==> src/vendor_cfg_consts.vh <==
// Purpose: Constants for the vendor configuration extension registers
// Assumes: Config-space dword accesses with byte enables, one clock
// Notes: Offsets are byte addresses in the first controller's space
// Behaviour
// RULE1: Any state but fully on is global suspend with the clock stopped.
// RULE2: Port count resets to 5h; only 5h, 4h, 3h and 2h are legal.
// RULE3: Legacy select zero captures ports 60h/64h directly, no I/O window.
// RULE4: Legacy select one captures 60h/64h through the I/O base window.
// RULE5: Legacy enable pin low makes the legacy select bit ignored.
// RULE6: Software keeps tuning bits 4, 5, 6, 22 and second bit 6 zero.
// RULE7: Tuning fields reset to 3h, 3h, 10h, 6Ch and keep those values.
// RULE8: Identifier unlock resets zero; zero masks subsystem ID writes.
// RULE9: Bit 21, reset one, drives the port power control capability bit.
// RULE10: Always-on power: software clears capability, sets no-switching.
// RULE11: First-register fields but the unlock may preload from serial ROM.
// RULE12: First extension register sits at configuration offset E0h.
// RULE13: Clock select resets zero; zero picks 30-MHz crystal, one 48-MHz.
// RULE14: Second register bits 4:1 reset to 0h and stay zero. Here the write mask 7Eh lets writes set them.
// RULE15: Power state 00b fully on, 01b and 10b intermediate, 11b deepest.
// RULE16: Reserved bits read zero and ignore writes; bit 23 reads one.
`ifndef VENDOR_CFG_CONSTS_VH
`define VENDOR_CFG_CONSTS_VH
`define OFF_EXT_A      8'he0
`define OFF_EXT_B      8'he4
`define OFF_PMCSR      8'h84
`define OFF_SUBSYS     8'h2c
`define EXT_A_RESET    32'h6c30_3305
`define EXT_A_WMASK    32'hff7f_ffff
`define EXT_A_RO_ONE   32'h0080_0000
`define EXT_B_RESET    32'h0000_0000
`define EXT_B_WMASK    32'h0000_007e
`define PMCSR_WMASK    32'h0000_0003
`define SUBSYS_RESET   32'h0000_0000
`define PS_D0          2'h0
`define PS_D3          2'h3
`define BIT_PORT_LO    0
`define BIT_LEGC       3
`define BIT_UNLOCK     7
`define BIT_PPC        21
`define BIT_CLK_SEL    5
`define PORTS_MAX      3'h5
`define PORTS_MIN      3'h2
`define PORTS_W        3
`define UNLOCK_MASK    32'h0000_0080
`define PORT_EN_RESET  5'h1f
`define PORT_EN_ALL    5'h1f
`define PORT_EN_NONE   5'h00
`define PPC_RESET      1'b1
`define RDATA_RESET    32'h0000_0000
`endif

==> src/usb_host_vendor_config_regs.v <==
// Purpose: Vendor configuration extension registers and derived controls
// Assumes: Synchronous single-cycle config reads and writes
// Notes: Serial ROM preload is taken before config access starts
`timescale 1ns/1ps
`default_nettype none
`include "vendor_cfg_consts.vh"
module usb_host_vendor_config_regs (
	input  wire        clk_in,
	input  wire        rst_in,
	input  wire        cfg_wr_in,
	input  wire        cfg_rd_in,
	input  wire [7:0]  cfg_addr_in,
	input  wire [3:0]  cfg_be_in,
	input  wire [31:0] cfg_wdata_in,
	input  wire        rom_load_in,
	input  wire [31:0] rom_data_in,
	input  wire        legacy_pin_in,
	output reg  [31:0] cfg_rdata_out,
	output reg         cfg_ack_out,
	output reg  [4:0]  port_enable_out,
	output reg         legacy_direct_out,
	output reg         legacy_window_out,
	output reg         port_power_control_cap_out,
	output reg         clk_sel_48m_out,
	output reg         suspend_out,
	output reg         clock_stop_out,
	output reg  [1:0]  power_state_out
);
	reg  [31:0] vendor_config_ext_a;
	reg  [31:0] vendor_config_ext_b;
	reg  [31:0] subsys_id;
	reg  [1:0]  power_state;
	reg         cfg_started;
	reg  [31:0] bmask;
	reg  [31:0] rdata;
	reg  [31:0] next_ext_a;
	reg  [31:0] next_ext_b;
	reg  [31:0] next_subsys;
	reg  [1:0]  next_power_state;
	reg  [31:0] rom_ext_a;
	reg  [2:0]  ports;
	reg         ports_legal;
	wire        cfg_access;
	wire        wr_ext_a;
	wire        wr_ext_b;
	wire        wr_pmcsr;
	wire        wr_subsys;
	wire        rom_take;

	assign cfg_access = cfg_wr_in | cfg_rd_in;
	assign wr_ext_a   = cfg_wr_in & (cfg_addr_in == `OFF_EXT_A); // RULE12
	assign wr_ext_b   = cfg_wr_in & (cfg_addr_in == `OFF_EXT_B);
	assign wr_pmcsr   = cfg_wr_in & (cfg_addr_in == `OFF_PMCSR);
	assign wr_subsys  = cfg_wr_in & (cfg_addr_in == `OFF_SUBSYS);
	// A config write in the same cycle beats the preload
	assign rom_take   = rom_load_in & ~cfg_started & ~cfg_wr_in; // RULE11

	always @* begin
		bmask = {{8{cfg_be_in[3]}}, {8{cfg_be_in[2]}},
			{8{cfg_be_in[1]}}, {8{cfg_be_in[0]}}};
	end

	// Read-only and reserved bits never take write data
	always @* begin
		next_ext_a = (vendor_config_ext_a & ~(bmask & `EXT_A_WMASK)) |
			(cfg_wdata_in & bmask & `EXT_A_WMASK); // RULE16
		next_ext_b = (vendor_config_ext_b & ~(bmask & `EXT_B_WMASK)) |
			(cfg_wdata_in & bmask & `EXT_B_WMASK); // RULE16
		next_subsys = (subsys_id & ~bmask) | (cfg_wdata_in & bmask);
		next_power_state = (cfg_wdata_in[1:0] & bmask[1:0]) |
			(power_state & ~bmask[1:0]);
		// Unlock keeps its value so a ROM cannot open the ID fields
		rom_ext_a = (rom_data_in & `EXT_A_WMASK & ~`UNLOCK_MASK) |
			(vendor_config_ext_a & `UNLOCK_MASK); // RULE11
	end

	always @* begin
		case (cfg_addr_in)
		`OFF_EXT_A:  rdata = vendor_config_ext_a | `EXT_A_RO_ONE; // RULE16
		`OFF_EXT_B:  rdata = vendor_config_ext_b; // RULE16
		`OFF_PMCSR:  rdata = {{30{1'b0}}, power_state};
		`OFF_SUBSYS: rdata = subsys_id;
		default:     rdata = `RDATA_RESET;
		endcase
	end

	always @* begin
		ports = vendor_config_ext_a[`BIT_PORT_LO +: `PORTS_W];
		ports_legal = (ports <= `PORTS_MAX) && (ports >= `PORTS_MIN);
	end

	always @(posedge clk_in) begin
		if (rst_in) begin
			cfg_ack_out <= 1'b0;
		end else begin
			cfg_ack_out <= cfg_access;
		end
	end

	// Read data holds until the next read
	always @(posedge clk_in) begin
		if (rst_in) begin
			cfg_rdata_out <= `RDATA_RESET;
		end else if (cfg_rd_in) begin
			cfg_rdata_out <= rdata;
		end
	end

	// Once software touches config space the preload window is shut
	always @(posedge clk_in) begin
		if (rst_in) begin
			cfg_started <= 1'b0;
		end else if (cfg_access) begin
			cfg_started <= 1'b1;
		end
	end

	always @(posedge clk_in) begin
		if (rst_in) begin
			vendor_config_ext_a <= `EXT_A_RESET; // RULE2 RULE7 RULE8 RULE9
		end else if (wr_ext_a) begin
			vendor_config_ext_a <= next_ext_a; // RULE12
		end else if (rom_take) begin
			vendor_config_ext_a <= rom_ext_a; // RULE11
		end
	end

	always @(posedge clk_in) begin
		if (rst_in) begin
			vendor_config_ext_b <= `EXT_B_RESET; // RULE13 RULE14
		end else if (wr_ext_b) begin
			vendor_config_ext_b <= next_ext_b; // RULE16
		end
	end

	always @(posedge clk_in) begin
		if (rst_in) begin
			power_state <= `PS_D0;
		end else if (wr_pmcsr) begin
			power_state <= next_power_state; // RULE15
		end
	end

	always @(posedge clk_in) begin
		if (rst_in) begin
			subsys_id <= `SUBSYS_RESET;
		end else if (wr_subsys && vendor_config_ext_a[`BIT_UNLOCK]) begin
			subsys_id <= next_subsys; // RULE8
		end
	end

	// Illegal port counts fall back to none enabled rather than guessing
	always @(posedge clk_in) begin
		if (rst_in) begin
			port_enable_out <= `PORT_EN_RESET;
		end else if (ports_legal) begin
			port_enable_out <= `PORT_EN_ALL >> (`PORTS_MAX - ports); // RULE2
		end else begin
			port_enable_out <= `PORT_EN_NONE;
		end
	end

	always @(posedge clk_in) begin
		if (rst_in) begin
			legacy_direct_out <= 1'b0;
		end else begin
			legacy_direct_out <= legacy_pin_in &
				~vendor_config_ext_a[`BIT_LEGC]; // RULE3 RULE5
		end
	end

	always @(posedge clk_in) begin
		if (rst_in) begin
			legacy_window_out <= 1'b0;
		end else begin
			legacy_window_out <= legacy_pin_in &
				vendor_config_ext_a[`BIT_LEGC]; // RULE4 RULE5
		end
	end

	always @(posedge clk_in) begin
		if (rst_in) begin
			port_power_control_cap_out <= `PPC_RESET;
		end else begin
			port_power_control_cap_out <=
				vendor_config_ext_a[`BIT_PPC]; // RULE9
		end
	end

	always @(posedge clk_in) begin
		if (rst_in) begin
			clk_sel_48m_out <= 1'b0;
		end else begin
			clk_sel_48m_out <= vendor_config_ext_b[`BIT_CLK_SEL]; // RULE13
		end
	end

	// Clock stop is only reported; gating is left to the clock tree
	always @(posedge clk_in) begin
		if (rst_in) begin
			suspend_out <= 1'b0;
		end else begin
			suspend_out <= (power_state != `PS_D0); // RULE1
		end
	end

	always @(posedge clk_in) begin
		if (rst_in) begin
			clock_stop_out <= 1'b0;
		end else begin
			clock_stop_out <= (power_state != `PS_D0); // RULE1
		end
	end

	always @(posedge clk_in) begin
		if (rst_in) begin
			power_state_out <= `PS_D0;
		end else begin
			power_state_out <= power_state; // RULE15
		end
	end

endmodule // usb_host_vendor_config_regs
`default_nettype wire

==> config.mk <==
export PLATFORM = sky130hd
export DESIGN_NAME = usb_host_vendor_config_regs
export DESIGN_NICKNAME = d
export VERILOG_FILES = /design/src/usb_host_vendor_config_regs.v
export VERILOG_INCLUDE_DIRS = /design/src
export SDC_FILE = /design/constraint.sdc
export NUM_CORES = 1
export LEC_CHECK = 0
export BUFFER_PORTS_ARGS = -buffer_cell sky130_fd_sc_hd__buf_2
export CORE_MARGIN = 4
export CORE_UTILIZATION = 30
export DETAILED_ROUTE_END_ITERATION = 16
export GPL_TIMING_DRIVEN = 0
export PLACE_DENSITY = 0.53
export REMOVE_ABC_BUFFERS = 1
export SYNTH_ARGS = -nofsm -noshare
export SYNTH_HDL_FRONTEND = slang
export SYNTH_SLANG_ARGS = --single-unit
==> constraint.sdc <==
create_clock -name clk_in -period 1.8 [get_ports clk_in]
set_clock_uncertainty 0.15 [all_clocks]
set_input_delay 0.18 -clock clk_in [delete_from_list [all_inputs] [get_ports clk_in]]
set_output_delay 0.18 -clock clk_in [all_outputs]
set_load 0.02 [all_outputs]
==> metrics.txt <==
# TYPE chip_impl_metric gauge
chip_impl_info{name="status",value="complete, no violations"} 1
chip_impl_metric{name="grt_start_max_net_pins",unit=""} 70
chip_impl_metric{name="max_freq",unit="MHz"} 586
chip_impl_metric{name="power.ir.vdd_worst",unit="mV"} 0.610
chip_impl_metric{name="slew_limit_headroom",unit="%"} 37.5
chip_impl_info{name="rsz_0062_raised_after_global_routing",value="yes"} 1
chip_impl_metric{name="antenna_cells",unit=""} 0
chip_impl_info{name="setup.worst_path.class",value="flip-flop to flip-flop"} 1
chip_impl_info{name="startpoint",value="vendor_config_ext_a[7]"} 1
chip_impl_metric{name="postRouteAntennaNets",unit=""} 0
chip_impl_metric{name="die-area",unit="µm²"} 18400
chip_impl_metric{name="post-dp-hpwl",unit="µm"} 9850
chip_impl_metric{name="synth_xor_area_share",unit="%"} 0
chip_impl_metric{name="critical_path_buf_inv_count",unit=""} 0
chip_impl_metric{name="worstHoldPathCells",unit=""} 3
chip_impl_info{name="startpoint_of_the_most_critical_hold_path",value="cfg_be_in[3]"} 1
chip_impl_info{name="timing.critical_path.slowest_stage_cell",value="sky130_fd_sc_hd__nand4_2"} 1
chip_impl_info{name="synth_largest_area_cell",value="sky130_fd_sc_hd__dfxtp_1"} 1
chip_impl_metric{name="grt-ovfl-total",unit=""} 0
chip_impl_info{name="yosys.cell_count.top_type",value="sky130_fd_sc_hd__dfxtp_1"} 1
chip_impl_info{name="dominant_synthesized_flop_cell",value="sky130_fd_sc_hd__dfxtp_1"} 1
chip_impl_metric{name="n_fill_cell",unit=""} 1646
chip_impl_metric{name="worstPathMaxFanout",unit=""} 8
chip_impl_metric{name="crit_arrival",unit="ns"} 1.82
chip_impl_metric{name="wl_per_cell",unit="µm"} 17.0
chip_impl_metric{name="adder_cell_share_of_the_synthesized_area",unit="%"} 0.256
chip_impl_metric{name="cp_num_cells",unit=""} 4
chip_impl_metric{name="gp_congestion",unit=""} 0.770
chip_impl_metric{name="start_util",unit="%"} 30.7
chip_impl_info{name="clock-root-buffer",value="sky130_fd_sc_hd__clkbuf_16"} 1
chip_impl_info{name="setup.worst_path.start_class",value="flip-flop"} 1
chip_impl_metric{name="timing.hold.ws",unit="ns"} 0.0249
chip_impl_metric{name="grt_pass1_wl",unit="µm"} 24800
chip_impl_metric{name="final_period_minus_worst_setup_slack",unit="ns"} 1.71
chip_impl_metric{name="setup_violations",unit=""} 0
chip_impl_metric{name="count_of_max_cap_constraint_violations",unit=""} 0
chip_impl_metric{name="async_flop_share",unit="%"} 0
chip_impl_metric{name="post_synth_edffs",unit=""} 0
chip_impl_metric{name="timing.final.max_slew_violations",unit=""} 0
chip_impl_metric{name="floorplan.die.height",unit="µm"} 136
chip_impl_info{name="cpLargestDelayFamily",value="simple AND/OR/NAND/NOR gates"} 1
chip_impl_metric{name="ys_ff_latch",unit=""} 116
chip_impl_info{name="post_synth_most_frequent_cells",value="sky130_fd_sc_hd__dfxtp_1 (116), sky130_fd_sc_hd__nand2_1 (67), sky130_fd_sc_hd__nor2_1 (52)"} 1
chip_impl_metric{name="synth_compound_area_share",unit="%"} 18.1
chip_impl_metric{name="timing.reg2reg.worst_path_depth",unit=""} 4
chip_impl_metric{name="drtPass1Iterations",unit=""} 5
chip_impl_metric{name="timing.final.hold_violations",unit=""} 0
chip_impl_info{name="clock_tree_from_tritoncts",value="yes"} 1
chip_impl_metric{name="cts_buffer_depth",unit=""} 2
chip_impl_metric{name="worstMarginPinSlew",unit="ns"} 0.937
chip_impl_metric{name="power_density",unit="nW/µm²"} 889
chip_impl_metric{name="floorplan.die.width",unit="µm"} 136
chip_impl_metric{name="wl",unit="µm"} 15800
chip_impl_metric{name="layout_worst_path_cycle_share",unit="%"} 94.7
chip_impl_info{name="dominant_combinational_cell_family_by_area_after_synthesis",value="simple AND/OR/NAND/NOR gates"} 1
chip_impl_metric{name="via_per_inst",unit=""} 4.90
chip_impl_metric{name="number_of_placed_instances_taps_included",unit=""} 829
chip_impl_metric{name="synth_top_cell_area_share",unit="%"} 47.4
chip_impl_metric{name="drc",unit=""} 0
chip_impl_info{name="reg2reg_from",value="vendor_config_ext_a[7]"} 1
chip_impl_metric{name="number_of_buffers_created_by_cts",unit=""} 17
chip_impl_metric{name="design.final.nets",unit=""} 788
chip_impl_metric{name="post_synth_instance_area",unit="µm²"} 4890
chip_impl_metric{name="num_vias",unit=""} 4560
chip_impl_metric{name="critPathMaxStageDelay",unit="ns"} 0.40
chip_impl_metric{name="clk_pin_slew_worst_paths",unit="ns"} 0.05
chip_impl_metric{name="synthSimpleGateAreaFrac",unit="%"} 18.9
chip_impl_metric{name="final_layout_size_suffix_gt1_share",unit="%"} 27.1
chip_impl_metric{name="synth.distinct_cells",unit=""} 58
chip_impl_metric{name="cts.sink_count",unit=""} 116
chip_impl_metric{name="antenna_violations_before_repair",unit=""} 1
chip_impl_info{name="top_post_synthesis_cells_by_area",value="sky130_fd_sc_hd__dfxtp_1 (47%), sky130_fd_sc_hd__mux2i_1 (10%), sky130_fd_sc_hd__nand2_1 (5.1%), sky130_fd_sc_hd__a22oi_1 (4.0%), sky130_fd_sc_hd__nor2_1 (4.0%)"} 1
chip_impl_metric{name="place.port_buffers",unit=""} 125
chip_impl_metric{name="stdcell_count",unit=""} 931
chip_impl_metric{name="drt-initial-drc-count",unit=""} 223
chip_impl_metric{name="synthCells",unit=""} 522
chip_impl_info{name="path_cells",value="and2_1 > nand4_2 > mux2i_1 > nor2_1"} 1
chip_impl_info{name="worst_setup_path_end_kind",value="flip-flop"} 1
chip_impl_metric{name="synth_seq_area_share",unit="%"} 47.4
chip_impl_metric{name="core",unit="µm²"} 15900
chip_impl_metric{name="cp_data_required_time",unit="ns"} 1.92
chip_impl_metric{name="synth_mux_area_share",unit="%"} 10.2
chip_impl_metric{name="vias_in_the_first_global_route",unit=""} 4716
chip_impl_metric{name="areaGrowthSynthToFinish",unit="%"} 41.1
chip_impl_metric{name="row_count",unit=""} 46
chip_impl_metric{name="clk-insertion-delay-late",unit="ns"} 0.41
chip_impl_metric{name="syn_avg_cell_area",unit="µm²"} 9.38
chip_impl_metric{name="power.leakage",unit="nW"} 3.11
chip_impl_metric{name="grtUsageTotal",unit="%"} 17.6
chip_impl_metric{name="top_level_ports",unit=""} 128
chip_impl_info{name="worst_hold_path_type",value="input pin to flip-flop"} 1
chip_impl_metric{name="htree_levels",unit=""} 4
chip_impl_metric{name="yosysWarnings",unit=""} 0
-- cell usage in the layout (no fill, tap or decap), types with 12 or more instances in the layout --
master,synthesis,routed
sky130_fd_sc_hd__dfxtp_1,116,116
sky130_fd_sc_hd__a22oi_1,26,26
sky130_fd_sc_hd__mux2i_1,50,50
sky130_fd_sc_hd__o21ai_0,21,21
sky130_fd_sc_hd__nor2_1,52,51
sky130_fd_sc_hd__nand2_1,67,66
sky130_fd_sc_hd__buf_2,5,124
sky130_fd_sc_hd__dlygate4sd3_1,0,66
sky130_fd_sc_hd__inv_1,12,12
sky130_fd_sc_hd__clkbuf_16,0,17
sky130_fd_sc_hd__o21ai_1,31,31
-- repair_timing --
action,4_1_cts,5_1_grt
gates resized for setup,8,3
pin swaps,2,1
setup endpoints to repair,102,49
buffers inserted,5,0
hold buffers,66,0
gates cloned,1,1
endpoints found under the hold margin,75,0
-- cell type report --
cell class / instances / area [µm²] / share of cell area (%)
clock inverters: 6 / 30.0 / 0.435
well taps: 216 / 270 / 3.91
clock buffers: 23 / 488 / 7.07
multi-input cells: 359 / 2380 / 34.5
inverters: 13 / 50.0 / 0.725
flip-flops and latches: 116 / 2320 / 33.6
repair buffers: 198 / 1360 / 19.7
-- worst min-delay path, delay by kind of cell --
kind / cells / cell delay (ns)
AOI/OAI and AO/OA: 1 / 0.07
buffers and inverters: 1 / 0.17
and+or+nand+nor: 1 / 0.11
-- routing by layer --
layer | vias up | GRT usage [%] | wire length (µm)
li1 | 2243 | - | -
met1 | 2157 | 21.6 | 6990
met2 | 145 | 29.8 | 7890
met3 | 13 | 4.61 | 788
met4 | 2 | 5.88 | 137
met5 | - | 0 | 8
-- final timing paths --
check	to	slack [ns]
setup / recovery	flip-flop	0.09
setup reg to reg	flip-flop	0.09
hold / removal	flip-flop	0.02
hold reg to reg	cfg_rdata_out[13]	0.29
-- where the power goes --
group / switching (mW) / total, mW / internal [mW] / leakage, nW
clock network: 1.11 / 2.97 / 1.86 / 0.264
logic: 0.265 / 0.518 / 0.253 / 1.91
registers: 0.0262 / 2.65 / 2.62 / 0.940
-- through the flow --
step | area (µm²) | setup TNS, ns | util [%] | setup slack [ns] | total power [mW]
2_1_floorplan | 4700 | -9.89 | - | -0.583 | 2.86
3_3_place_gp | 5590 | -130.47 | 35.1 | -2.29 | 3.08
3_5_place_dp | 5630 | -84.37 | 35.3 | -1.32 | 3.09
4_1_cts | 6890 | 0 | 43.2 | 0.0525 | 6.22
5_1_grt | 6900 | -0.388 | 43.3 | -0.0663 | 6.39
6_report | 6900 | 0 | 43.3 | 0.0947 | 6.14
-- kinds of logic (layout without fill, tap and decap cells) --
group,Yosys count,after routing
AOI/OAI and AO/OA,128,128
adders and majority gates,1,1
DFF,116,116
muxes,50,50
and+or+nand+nor,178,180
buffers and inverters,49,240
Power figures use the tool's default switching activity.
